<file path="src/aat_pkg.sv">
// Shared constants for the accumulator arithmetic and transfer executor
package aat_pkg;

    // ********************************************************
    // Register map (byte offsets on the Wishbone bus)
    // ********************************************************
    localparam logic [7:0] REG_CMD = 8'h00;
    localparam logic [7:0] REG_ACC = 8'h04;
    localparam logic [7:0] REG_FLAGS = 8'h08;
    localparam logic [7:0] REG_SP = 8'h0C;
    localparam logic [7:0] REG_STATUS = 8'h10;

    // ********************************************************
    // Field positions
    // ********************************************************
    localparam int CMD_OP_LSB = 0;
    localparam int CMD_OPND_LSB = 8;
    localparam int FLAG_Z = 0;
    localparam int FLAG_C = 1;
    localparam int FLAG_AC = 2;
    localparam int FLAG_OV = 3;
    localparam int STAT_BUSY = 0;
    localparam int STAT_BAD_OP = 1;

    // ********************************************************
    // Reset values and constants
    // ********************************************************
    localparam logic [7:0] ACC_RST = 8'h00;
    localparam logic [3:0] FLAGS_RST = 4'h0;
    localparam logic [7:0] SP_RST = 8'h00;
    localparam logic [7:0] SP_STEP = 8'h02;
    localparam logic [7:0] BYTE_ONE = 8'h01;
    localparam logic [7:0] BYTE_ZERO = 8'h00;
    localparam logic [31:0] WORD_ZERO = 32'h0000_0000;
    // Program address where interrupt service code starts
    localparam logic [7:0] ISR_ENTRY = 8'h10;

    // ********************************************************
    // Instruction codes
    // ********************************************************
    typedef enum logic [4:0] {
        OP_ST_IND  = 5'b00000,
        OP_XCH     = 5'b00001,
        OP_PUSH    = 5'b00010,
        OP_POP     = 5'b00011,
        OP_ADD_AI  = 5'b00100,
        OP_ADD_AM  = 5'b00101,
        OP_ADD_MA  = 5'b00110,
        OP_ADDC_AM = 5'b00111,
        OP_ADDC_MA = 5'b01000,
        OP_ADDC_A  = 5'b01001,
        OP_ADDC_M  = 5'b01010,
        OP_SUB_AI  = 5'b01011,
        OP_SUB_AM  = 5'b01100,
        OP_SUB_MA  = 5'b01101,
        OP_SUBC_AM = 5'b01110,
        OP_SUBC_MA = 5'b01111,
        OP_SUBC_A  = 5'b10000,
        OP_SUBC_M  = 5'b10001,
        OP_INC_M   = 5'b10010,
        OP_DEC_M   = 5'b10011,
        OP_CLR_M   = 5'b10100
    } aat_op_t;

    typedef enum logic [2:0] {
        S_IDLE = 3'b000,
        S_RD   = 3'b001,
        S_POP  = 3'b010,
        S_EXEC = 3'b011,
        S_PUSH = 3'b100
    } aat_state_t;

endpackage

</file>
<file path="src/aat_alu_if.sv">
// Operand and result bundle between the executor and its adder
`timescale 1ns/1ps
interface aat_alu_if;
    logic [7:0] a;
    logic [7:0] b;
    logic cin;
    logic sub;
    logic [7:0] res;
    logic z;
    logic c;
    logic ac;
    logic ov;
    modport calc(input a, input b, input cin, input sub,
                 output res, output z, output c, output ac, output ov);
    modport user(output a, output b, output cin, output sub,
                 input res, input z, input c, input ac, input ov);
endinterface

</file>
<file path="src/aat_alu.sv">
// Eight-bit adder/subtractor with zero, carry, half-carry and overflow
`timescale 1ns/1ps
module aat_alu (
    // Operands in, result and flags out
    aat_alu_if.calc alu
);
    logic [7:0] b_eff;
    logic cin_eff;
    logic [4:0] lo_sum;
    logic [8:0] full_sum;

    // Subtraction is addition of the two's complement
    assign b_eff = alu.sub ? ~alu.b : alu.b;
    // For subtraction cin is a borrow, so the incoming one is inverted
    assign cin_eff = alu.sub ? ~alu.cin : alu.cin;
    assign lo_sum = {1'b0, alu.a[3:0]} + {1'b0, b_eff[3:0]} +
                    {4'h0, cin_eff};
    assign full_sum = {1'b0, alu.a} + {1'b0, b_eff} + {8'h00, cin_eff};
    assign alu.res = full_sum[7:0];
    assign alu.z = (full_sum[7:0] == 8'h00);
    assign alu.c = alu.sub ? ~full_sum[8] : full_sum[8];
    assign alu.ac = alu.sub ? ~lo_sum[4] : lo_sum[4];
    // Signed overflow: like-signed inputs giving an unlike-signed sum
    assign alu.ov = (alu.a[7] == b_eff[7]) &&
                    (full_sum[7] != alu.a[7]);
endmodule

</file>
<file path="src/aat_exec.sv">
// Accumulator arithmetic and transfer executor with Wishbone registers
//
// Overview of operation
// - Indirect store writes accumulator to byte addressed by memory pointer, 2T.
// - Swap exchanges accumulator and memory byte, flags untouched.
// - Context save writes flags and accumulator at stack, pointer plus two.
// - Context restore drops pointer by two, reloads accumulator and flags.
// - Interrupt code at 0x10 saves context first, restores before return.
// - Add immediate to accumulator, update four flags.
// - Add memory and accumulator into accumulator or memory, four flags.
// - Add with carry of memory and accumulator, destination by form.
// - Add carry alone to accumulator or memory byte in place.
// - Subtract immediate or memory from accumulator via two's complement.
// - Subtract accumulator from memory byte, result back to memory.
// - Subtract memory and carry from accumulator into accumulator.
// - Subtract accumulator and carry from memory into memory.
// - Subtract carry alone from accumulator or memory byte in place.
// - Increment memory byte, update four flags.
// - Decrement memory byte, flags as for subtraction.
// - Clear memory byte to zero, flags untouched.
// - Half-carry set on carry out of low nibble, or on borrow into it when subtracting.
//
// Local design decisions: the address map and the Wishbone interface to the registers.
`timescale 1ns/1ps
module aat_exec import aat_pkg::*; (
    // Clock, reset and enable
    input wire logic clk_i,
    input wire logic rst_i,
    input wire logic ce_i,
    // Wishbone slave
    input wire logic wb_cyc_i,
    input wire logic wb_stb_i,
    input wire logic wb_we_i,
    input wire logic [7:0] wb_adr_i,
    input wire logic [3:0] wb_sel_i,
    input wire logic [31:0] wb_dat_i,
    output logic [31:0] wb_dat_o,
    output logic wb_ack_o,
    // Data memory port, read data valid the cycle after mem_re_o
    output logic [7:0] mem_addr_o,
    output logic mem_re_o,
    output logic mem_we_o,
    output logic [7:0] mem_wdata_o,
    input wire logic [7:0] mem_rdata_i,
    // Status
    output logic busy_o
);

    // ********************************************************
    // Decode helpers
    // ********************************************************
    function automatic logic reg_hit(input logic [7:0] adr,
                                     input logic [7:0] off);
        reg_hit = (adr[7:2] == off[7:2]);
    endfunction

    function automatic logic needs_read(input aat_op_t op);
        needs_read = !(op inside {OP_PUSH, OP_POP, OP_ADD_AI, OP_ADDC_A,
                                  OP_SUB_AI, OP_SUBC_A, OP_CLR_M});
    endfunction

    function automatic logic writes_mem(input aat_op_t op);
        writes_mem = op inside {OP_ADD_MA, OP_ADDC_MA, OP_ADDC_M,
                                OP_SUB_MA, OP_SUBC_MA, OP_SUBC_M,
                                OP_INC_M, OP_DEC_M};
    endfunction

    // ********************************************************
    // State
    // ********************************************************
    aat_state_t state_ff, nxt_state;
    aat_op_t op_ff, nxt_op;
    logic [7:0] opnd_ff, nxt_opnd;
    logic [7:0] acc_ff, nxt_acc;
    logic [3:0] flags_ff, nxt_flags;
    logic [7:0] sp_ff, nxt_sp;
    logic bad_op_ff, nxt_bad_op;
    logic [7:0] mem_addr_ff, nxt_mem_addr;
    logic [7:0] mem_wdata_ff, nxt_mem_wdata;
    logic mem_re_ff, nxt_mem_re;
    logic mem_we_ff, nxt_mem_we;
    logic ack_ff;
    logic [31:0] dat_ff;
    logic busy;
    logic req;
    logic wr;
    logic start;
    logic [4:0] cmd_code;

    aat_alu_if alu_bus();

    aat_alu u_alu (
        .alu(alu_bus)
    );

    // ********************************************************
    // Bus decode
    // ********************************************************
    // The write still in flight counts as busy so the next command
    // cannot read a byte that is about to change
    assign busy = (state_ff != S_IDLE) || mem_we_ff;
    assign req = wb_cyc_i && wb_stb_i && !ack_ff;
    assign wr = req && wb_we_i;
    assign cmd_code = wb_dat_i[CMD_OP_LSB +: 5];
    assign start = wr && reg_hit(wb_adr_i, REG_CMD) && wb_sel_i[0] &&
                   !busy;

    // ********************************************************
    // Adder operand selection
    // ********************************************************
    always_comb begin
        alu_bus.a = acc_ff;
        alu_bus.b = mem_rdata_i;
        alu_bus.cin = 1'b0;
        alu_bus.sub = 1'b0;
        unique case (op_ff)
            OP_ADD_AI: begin
                alu_bus.b = opnd_ff;
            end
            OP_ADDC_AM, OP_ADDC_MA: begin
                alu_bus.cin = flags_ff[FLAG_C];
            end
            OP_ADDC_A: begin
                alu_bus.b = BYTE_ZERO;
                alu_bus.cin = flags_ff[FLAG_C];
            end
            OP_ADDC_M: begin
                alu_bus.a = mem_rdata_i;
                alu_bus.b = BYTE_ZERO;
                alu_bus.cin = flags_ff[FLAG_C];
            end
            OP_SUB_AI: begin
                alu_bus.b = opnd_ff;
                alu_bus.sub = 1'b1;
            end
            OP_SUB_AM: begin
                alu_bus.sub = 1'b1;
            end
            OP_SUB_MA: begin
                alu_bus.a = mem_rdata_i;
                alu_bus.b = acc_ff;
                alu_bus.sub = 1'b1;
            end
            OP_SUBC_AM: begin
                alu_bus.cin = flags_ff[FLAG_C];
                alu_bus.sub = 1'b1;
            end
            OP_SUBC_MA: begin
                alu_bus.a = mem_rdata_i;
                alu_bus.b = acc_ff;
                alu_bus.cin = flags_ff[FLAG_C];
                alu_bus.sub = 1'b1;
            end
            OP_SUBC_A: begin
                alu_bus.b = BYTE_ZERO;
                alu_bus.cin = flags_ff[FLAG_C];
                alu_bus.sub = 1'b1;
            end
            OP_SUBC_M: begin
                alu_bus.a = mem_rdata_i;
                alu_bus.b = BYTE_ZERO;
                alu_bus.cin = flags_ff[FLAG_C];
                alu_bus.sub = 1'b1;
            end
            OP_INC_M: begin
                alu_bus.a = mem_rdata_i;
                alu_bus.b = BYTE_ONE;
            end
            OP_DEC_M: begin
                alu_bus.a = mem_rdata_i;
                alu_bus.b = BYTE_ONE;
                alu_bus.sub = 1'b1;
            end
            default: begin
            end
        endcase
    end

    // ********************************************************
    // Sequencer and datapath next values
    // ********************************************************
    always_comb begin
        nxt_state = state_ff;
        nxt_op = op_ff;
        nxt_opnd = opnd_ff;
        nxt_acc = acc_ff;
        nxt_flags = flags_ff;
        nxt_sp = sp_ff;
        nxt_bad_op = bad_op_ff;
        nxt_mem_addr = mem_addr_ff;
        nxt_mem_wdata = mem_wdata_ff;
        nxt_mem_re = 1'b0;
        nxt_mem_we = 1'b0;
        unique case (state_ff)
            S_IDLE: begin
                // Software writes to the core registers only while idle
                if (wr && !busy && wb_sel_i[0]) begin
                    if (reg_hit(wb_adr_i, REG_ACC)) begin
                        nxt_acc = wb_dat_i[7:0];
                    end
                    if (reg_hit(wb_adr_i, REG_FLAGS)) begin
                        nxt_flags = wb_dat_i[3:0];
                    end
                    if (reg_hit(wb_adr_i, REG_SP)) begin
                        nxt_sp = wb_dat_i[7:0];
                    end
                end
                if (start && cmd_code > OP_CLR_M) begin
                    nxt_bad_op = 1'b1;
                end else if (start) begin
                    nxt_bad_op = 1'b0;
                    nxt_op = aat_op_t'(cmd_code);
                    if (wb_sel_i[1]) begin
                        nxt_opnd = wb_dat_i[CMD_OPND_LSB +: 8];
                    end
                    if (aat_op_t'(cmd_code) == OP_PUSH) begin
                        // Accumulator goes to the lower byte of the pair
                        nxt_mem_we = 1'b1;
                        nxt_mem_addr = sp_ff;
                        nxt_mem_wdata = acc_ff;
                        nxt_state = S_PUSH;
                    end else if (aat_op_t'(cmd_code) == OP_POP) begin
                        nxt_mem_re = 1'b1;
                        nxt_mem_addr = sp_ff - SP_STEP;
                        nxt_state = S_RD;
                    end else if (needs_read(aat_op_t'(cmd_code))) begin
                        nxt_mem_re = 1'b1;
                        // Pointer high byte is never fetched
                        nxt_mem_addr = wb_sel_i[1] ?
                            wb_dat_i[CMD_OPND_LSB +: 8] : opnd_ff;
                        nxt_state = S_RD;
                    end else begin
                        nxt_state = S_EXEC;
                    end
                end
            end
            S_RD: begin
                if (op_ff == OP_POP) begin
                    // Second read is pipelined behind the first
                    nxt_mem_re = 1'b1;
                    nxt_mem_addr = sp_ff - BYTE_ONE;
                    nxt_sp = sp_ff - SP_STEP;
                    nxt_state = S_POP;
                end else begin
                    nxt_state = S_EXEC;
                end
            end
            S_POP: begin
                nxt_acc = mem_rdata_i;
                nxt_state = S_EXEC;
            end
            S_PUSH: begin
                // Saving and restoring in strict pairs keeps nested
                // service code balanced on the stack
                nxt_mem_we = 1'b1;
                nxt_mem_addr = sp_ff + BYTE_ONE;
                nxt_mem_wdata = {4'h0, flags_ff};
                nxt_sp = sp_ff + SP_STEP;
                nxt_state = S_IDLE;
            end
            S_EXEC: begin
                nxt_state = S_IDLE;
                unique case (op_ff)
                    OP_ST_IND: begin
                        // Read data is the pointer low byte
                        nxt_mem_we = 1'b1;
                        nxt_mem_addr = mem_rdata_i;
                        nxt_mem_wdata = acc_ff;
                    end
                    OP_XCH: begin
                        nxt_acc = mem_rdata_i;
                        nxt_mem_we = 1'b1;
                        nxt_mem_addr = opnd_ff;
                        nxt_mem_wdata = acc_ff;
                    end
                    OP_POP: begin
                        nxt_flags = mem_rdata_i[3:0];
                    end
                    OP_CLR_M: begin
                        nxt_mem_we = 1'b1;
                        nxt_mem_addr = opnd_ff;
                        nxt_mem_wdata = BYTE_ZERO;
                    end
                    default: begin
                        nxt_flags[FLAG_Z] = alu_bus.z;
                        nxt_flags[FLAG_C] = alu_bus.c;
                        nxt_flags[FLAG_AC] = alu_bus.ac;
                        nxt_flags[FLAG_OV] = alu_bus.ov;
                        if (writes_mem(op_ff)) begin
                            nxt_mem_we = 1'b1;
                            nxt_mem_addr = opnd_ff;
                            nxt_mem_wdata = alu_bus.res;
                        end else begin
                            nxt_acc = alu_bus.res;
                        end
                    end
                endcase
            end
            default: begin
                nxt_state = S_IDLE;
            end
        endcase
    end

    // ********************************************************
    // Sequencer registers
    // ********************************************************
    always_ff @(posedge clk_i) begin
        if (rst_i) begin
            state_ff <= S_IDLE;
            op_ff <= OP_ST_IND;
            opnd_ff <= BYTE_ZERO;
            bad_op_ff <= 1'b0;
        end else if (ce_i) begin
            state_ff <= nxt_state;
            op_ff <= nxt_op;
            opnd_ff <= nxt_opnd;
            bad_op_ff <= nxt_bad_op;
        end
    end

    // ********************************************************
    // Accumulator, flags and stack pointer
    // ********************************************************
    always_ff @(posedge clk_i) begin
        if (rst_i) begin
            acc_ff <= ACC_RST;
            flags_ff <= FLAGS_RST;
            sp_ff <= SP_RST;
        end else if (ce_i) begin
            acc_ff <= nxt_acc;
            flags_ff <= nxt_flags;
            sp_ff <= nxt_sp;
        end
    end

    // ********************************************************
    // Memory port
    // ********************************************************
    always_ff @(posedge clk_i) begin
        if (rst_i) begin
            mem_addr_ff <= BYTE_ZERO;
            mem_wdata_ff <= BYTE_ZERO;
            mem_re_ff <= 1'b0;
            mem_we_ff <= 1'b0;
        end else if (ce_i) begin
            mem_addr_ff <= nxt_mem_addr;
            mem_wdata_ff <= nxt_mem_wdata;
            mem_re_ff <= nxt_mem_re;
            mem_we_ff <= nxt_mem_we;
        end
    end

    // ********************************************************
    // Wishbone answer
    // ********************************************************
    // Unmapped offsets still get an ack and read as zero
    always_ff @(posedge clk_i) begin
        if (rst_i) begin
            ack_ff <= 1'b0;
            dat_ff <= WORD_ZERO;
        end else if (ce_i) begin
            ack_ff <= req;
            if (req && !wb_we_i) begin
                dat_ff <= WORD_ZERO;
                if (reg_hit(wb_adr_i, REG_CMD)) begin
                    dat_ff[CMD_OP_LSB +: 5] <= op_ff;
                    dat_ff[CMD_OPND_LSB +: 8] <= opnd_ff;
                end
                if (reg_hit(wb_adr_i, REG_ACC)) begin
                    dat_ff[7:0] <= acc_ff;
                end
                if (reg_hit(wb_adr_i, REG_FLAGS)) begin
                    dat_ff[3:0] <= flags_ff;
                end
                if (reg_hit(wb_adr_i, REG_SP)) begin
                    dat_ff[7:0] <= sp_ff;
                end
                if (reg_hit(wb_adr_i, REG_STATUS)) begin
                    dat_ff[STAT_BUSY] <= busy;
                    dat_ff[STAT_BAD_OP] <= bad_op_ff;
                end
            end
        end
    end

    assign wb_ack_o = ack_ff;
    assign wb_dat_o = dat_ff;
    assign mem_addr_o = mem_addr_ff;
    assign mem_wdata_o = mem_wdata_ff;
    assign mem_re_o = mem_re_ff;
    assign mem_we_o = mem_we_ff;
    assign busy_o = busy;

endmodule

</file>
<file path="config.mk">
export PLATFORM = sky130hd
export DESIGN_NAME = aat_exec
export DESIGN_NICKNAME = d
export VERILOG_FILES = /design/src/aat_pkg.sv /design/src/aat_alu_if.sv /design/src/aat_alu.sv /design/src/aat_exec.sv
export SDC_FILE = /design/constraint.sdc
export NUM_CORES = 1
export LEC_CHECK = 0
export ABC_AREA = 1
export BUFFER_PORTS_ARGS = -buffer_cell sky130_fd_sc_hd__buf_2
export CAP_MARGIN = 20
export CORE_MARGIN = 4
export CORE_UTILIZATION = 50
export CTS_CLUSTER_SIZE = 20
export DETAILED_ROUTE_END_ITERATION = 8
export PLACE_DENSITY = 0.78
export SYNTH_ARGS = -nofsm -noshare
export SYNTH_HDL_FRONTEND = slang
export SYNTH_SLANG_ARGS = --single-unit
</file>
<file path="constraint.sdc">
create_clock -name clk_i -period 5.9 [get_ports clk_i]
set_clock_uncertainty 0.1 [all_clocks]
set_input_delay 1.18 -clock clk_i [delete_from_list [all_inputs] [get_ports clk_i]]
set_output_delay 1.18 -clock clk_i [all_outputs]
set_load 0.01 [all_outputs]
</file>
==> out/metrics.yaml <==
worst_setup_path:
  end_kind: "register"
  cp_common_cell: "sky130_fd_sc_hd__nand2_1"
  crit_slowest_cell: "sky130_fd_sc_hd__dfxtp_1"
  crit_path_start: "op_ff[4]$_SDFFE_PP0P_"
  reg2reg_capture_point: "flags_ff[0]$_SDFFE_PP0P_"
  required_ns: 6.07
  setup.worst_path.class: "reg -> reg"
  critPathMaxFanout: 14
  crit_path_max_incr_delay_ns: 0.52
  rrSetupSlack_ns: 2.12
  critical_path_arrival_ns: 3.95
  reg2regPathDepth: 22
  crit_buf_inv: 3
  critical_path.top_delay_family: "simple AND/OR/NAND/NOR gates"
  cp-start-kind: "register"
  critical_path.reg2reg.startpoint: "op_ff[4]$_SDFFE_PP0P_"
  critical_path.cell_chain: "inv_2 -> nand3_2 -> nor2_1 -> inv_1 -> nand2_1 -> nor2_1 -> nand2_2 -> o211ai_1 -> o21ai_1 -> xor2_1 -> fa_1 -> inv_1 -> fa_1 -> nand3_1 -> nand2_1 -> xnor2_1 -> nand3_1 -> nor2_1 -> nand2_1 -> nand2_1 -> nand2_1 -> a21oi_1"
place:
  hpwl_um: 14220
  detailedPlace.worstSlack_ns: 2.198
  gpl.final_weighted_congestion: 0.9975
  portBuffers: 73
synthesis:
  netlist.top_cell.by_area: "sky130_fd_sc_hd__dfxtp_1"
  post_synth_num_cell_types: 45
  netlist_top_cells_area: "sky130_fd_sc_hd__dfxtp_1 (25%), sky130_fd_sc_hd__nand2_1 (12%), sky130_fd_sc_hd__o21ai_0 (9.1%), sky130_fd_sc_hd__a21oi_1 (8.2%), sky130_fd_sc_hd__nor2_1 (7.5%)"
  post_synth_mux_area_share_pct: 0
  synthesis.area_per_instance_sq_um: 6.223
  dominant_combinational_cell_family_by_area_after_synthesis: "simple AND/OR/NAND/NOR gates"
  yosysSeqAreaShare_pct: 25.42
  syn_std_cell_area_sq_um: 5669
  synth-adder-area-share_pct: 4.591
  synth_top_cells_by_count: "sky130_fd_sc_hd__nand2_1 (174), sky130_fd_sc_hd__nor2_1 (113), sky130_fd_sc_hd__o21ai_0 (103)"
  postSynth.topFlopCell: "sky130_fd_sc_hd__dfxtp_1"
  synth_compound_area_share_pct: 24.43
  synth.most_common_cell: "sky130_fd_sc_hd__nand2_1"
  async_reset_ff_share_pct: 0
  synthesized_area_fraction_occupied_by_and_or_nand_nor_cells_pct: 31.76
  ys_ff_latch: 72
  xor_and_xnor_fraction_of_the_mapped_netlist_area_pct: 2.008
  syn_inst: 911
  yosys_synthesis_warning_count: 0
  yosys.area.top_type_share_pct: 25.42
  synth-edff-count: 0
floorplan:
  initial_utilization_pct: 51.62
  pin_count: 110
  die_w_um: 114.5
  core_sq_um: 10980
  number_of_core_rows: 38
  die_y_um: 114.5
  die_area_sq_um: 13110
timing:
  report.final.slew_viol_count: 0
  unrepaired_setup_endpoints_after_global_routing: "no"
  fin_setup_tns_ns: 0
  count_of_final_setup_violators: 0
  slew_of_the_pin_with_the_lowest_slew_margin_ns: 0.7743
  layout_worst_path_cycle_share_pct: 64.15
  final-hold-violation-count: 0
  timing.slew.headroom_pct: 48.19
  maxClockFrequency_ghz: 0.2642
  finalCriticalPeriod_ns: 3.785
  fin_ws_ns: 2.115
route:
  drc: 0
  route.final.wire_length_um: 18760
  detail_route.iter0.violations: 712
  vias: 6461
  drt-wirelength-per-cell_um: 16.86
  first_pass_iters: 7
  ant_nets: 0
  vias_per_cell: 5.805
global_route:
  grt_max_degree: 56
  first_global_vias: 5918
  grt_first_pass_wirelength_um: 30100
  globalRouteOverflowTotal: 0
  grt.total_usage_pct: 28.94
  antenna_found_initial: 0
hold_path:
  holdPathEnd: "wb_dat_o[11]$_SDFFE_PP0P_"
  worstHoldStart: "wb_dat_o[11]$_SDFFE_PP0P_"
  min_path_cells: 2
  hold_path.class: "reg -> reg"
clocking:
  post_cts_resize_count: 0
  cts.sinks: 72
  clock_latency_ns: 0.34
  clk_pin_slew_worst_paths_ns: 0.06
  cts_buffer_depth: 2
  cts_tree: "built"
  cts_root_buffer: "sky130_fd_sc_hd__clkbuf_16"
  postCtsSetupBuffers: 0
  numCtsBuffers: 9
  h_tree_levels: 3
  ctsHoldBuffers: 0
pwr:
  power.share.clock_pct: 38.1
  total_switching_power_mw: 0.4657
  power.share.switching_pct: 33.76
  static-leakage-power_nw: 2.956
  power_frac_comb_pct: 23.7
  power.ir.vdd_worst_v: 0.0001180
  register_share_of_total_power_pct: 38.2
  internal_power_mw: 0.9138
  power_density_nw_per_um2: 218.8
job:
  drv_cap: 0
layout:
  area_growth_syn_to_layout_pct: 11.23
  diode_insertion_count_for_antenna_repair: 0
  layout.nets: 1045
  final_layout_size_suffix_gt1_share_pct: 13.67
  postLayoutCoreUtil_pct: 57.42
  final.fill_count: 1140
run_status:
  outcome: "completed"
-- state kept, by name (all words and copies together), names as in the netlist --
signal / cells
wb_dat_o: 16
opnd_ff: 8
wb_ack_o: 1
mem_re_o: 1
sp_ff: 8
acc_ff: 8
op_ff: 5
flags_ff: 4
mem_wdata_o: 8
bad_op_ff: 1
state_ff: 3
mem_we_o: 1
mem_addr_o: 8
-- worst max path at each step --
stage                                             end  slack [ns]  depth (start not counted)
after floorplan                acc_ff[6]$_SDFFE_PP0P_        2.70                         25
after global placement       flags_ff[0]$_SDFFE_PP0P_        2.25                         22
after detailed placement     flags_ff[0]$_SDFFE_PP0P_        2.20                         22
after CTS                    flags_ff[0]$_SDFFE_PP0P_        2.19                         22
after global routing      mem_wdata_o[6]$_SDFFE_PP0P_        1.60                         23
final                        flags_ff[0]$_SDFFE_PP0P_        2.12                         22
-- worst reg2reg max path, cell delays in order, from the launching register on --
cell and delay (ns):
sky130_fd_sc_hd__dfxtp_1 0.52, sky130_fd_sc_hd__inv_2 0.15, sky130_fd_sc_hd__nand3_2 0.13, sky130_fd_sc_hd__nor2_1 0.08
sky130_fd_sc_hd__inv_1 0.19, sky130_fd_sc_hd__nand2_1 0.08, sky130_fd_sc_hd__nor2_1 0.17, sky130_fd_sc_hd__nand2_2 0.19
sky130_fd_sc_hd__o211ai_1 0.13, sky130_fd_sc_hd__o21ai_1 0.10, sky130_fd_sc_hd__xor2_1 0.18, sky130_fd_sc_hd__fa_1 0.20
sky130_fd_sc_hd__inv_1 0.06, sky130_fd_sc_hd__fa_1 0.40, sky130_fd_sc_hd__nand3_1 0.11, sky130_fd_sc_hd__nand2_1 0.10
sky130_fd_sc_hd__xnor2_1 0.32, sky130_fd_sc_hd__nand3_1 0.11, sky130_fd_sc_hd__nor2_1 0.10, sky130_fd_sc_hd__nand2_1 0.06
sky130_fd_sc_hd__nand2_1 0.07, sky130_fd_sc_hd__nand2_1 0.05, sky130_fd_sc_hd__a21oi_1 0.12
-- cell usage in the layout, fill, tap and decap left out, types with 8 or more instances in the layout --
cell type	count
sky130_fd_sc_hd__nand2_1	174
sky130_fd_sc_hd__nor2_1	113
sky130_fd_sc_hd__o21ai_0	103
sky130_fd_sc_hd__inv_1	93
sky130_fd_sc_hd__a21oi_1	93
sky130_fd_sc_hd__buf_2	73
sky130_fd_sc_hd__dfxtp_1	72
sky130_fd_sc_hd__nand3_1	69
sky130_fd_sc_hd__ha_1	16
sky130_fd_sc_hd__conb_1	16
sky130_fd_sc_hd__nand4_1	12
sky130_fd_sc_hd__inv_2	9
sky130_fd_sc_hd__nand2_2	9
sky130_fd_sc_hd__nor3_1	9
sky130_fd_sc_hd__o221ai_1	9
sky130_fd_sc_hd__xor2_1	9
sky130_fd_sc_hd__clkbuf_16	9
sky130_fd_sc_hd__o211ai_1	8
sky130_fd_sc_hd__o22ai_1	8
-- layer usage --
layer | vias up | GRT usage [%] | wire length, um
met5 | - | 0 | 0
li1 | 3149 | - | -
met1 | 2944 | 38.46 | 7679
met3 | 63 | 3.647 | 1706
met2 | 305 | 46.29 | 8648
met4 | 0 | 14.01 | 729
-- layout make-up --
type	instances	area, sq um	share of cell area (%)
Inverter	106	400.4	6.349
Timing Repair Buffer	76	387.9	6.151
Multi-Input combinational cell	703	3620	57.40
Sequential cell	72	1441	22.86
Tap cell	140	175.2	2.778
Clock inverter	6	42.54	0.6746
Clock buffer	10	239.0	3.790
-- power by group through the flow --
stage	registers (mW)	logic [mW]	clock network [mW]
6_report	0.527	0.327	0.525
4_1_cts	0.527	0.322	0.526
3_3_place_gp	0.537	0.319	0
5_1_grt	0.529	0.368	0.550
2_1_floorplan	0.538	0.228	0
3_5_place_dp	0.537	0.321	0
-- cells by family (layout without fill, tap and decap cells) --
logic type      after synthesis  after routing
fa+ha+maj                    19             19
other cells                   1             16
compound gates              250            250
simple gates                405            405
xor+xnor                     13             13
flops                        72             72
buf+inv                     151            198
-- through the flow --
step	hold slack, ns	area, sq um	total power, mW	std cells
CTS	0.3632	6306	1.375	1113
finish	0.3617	6306	1.380	1113
floorplan	0.3389	5725	0.7660	926
detailed placement	0.3536	6025	0.8580	1097
global route	0.3884	6306	1.447	1113
global placement	0.3475	6025	0.8552	1097
No activity file was read; power rests on OpenSTA's default activity.
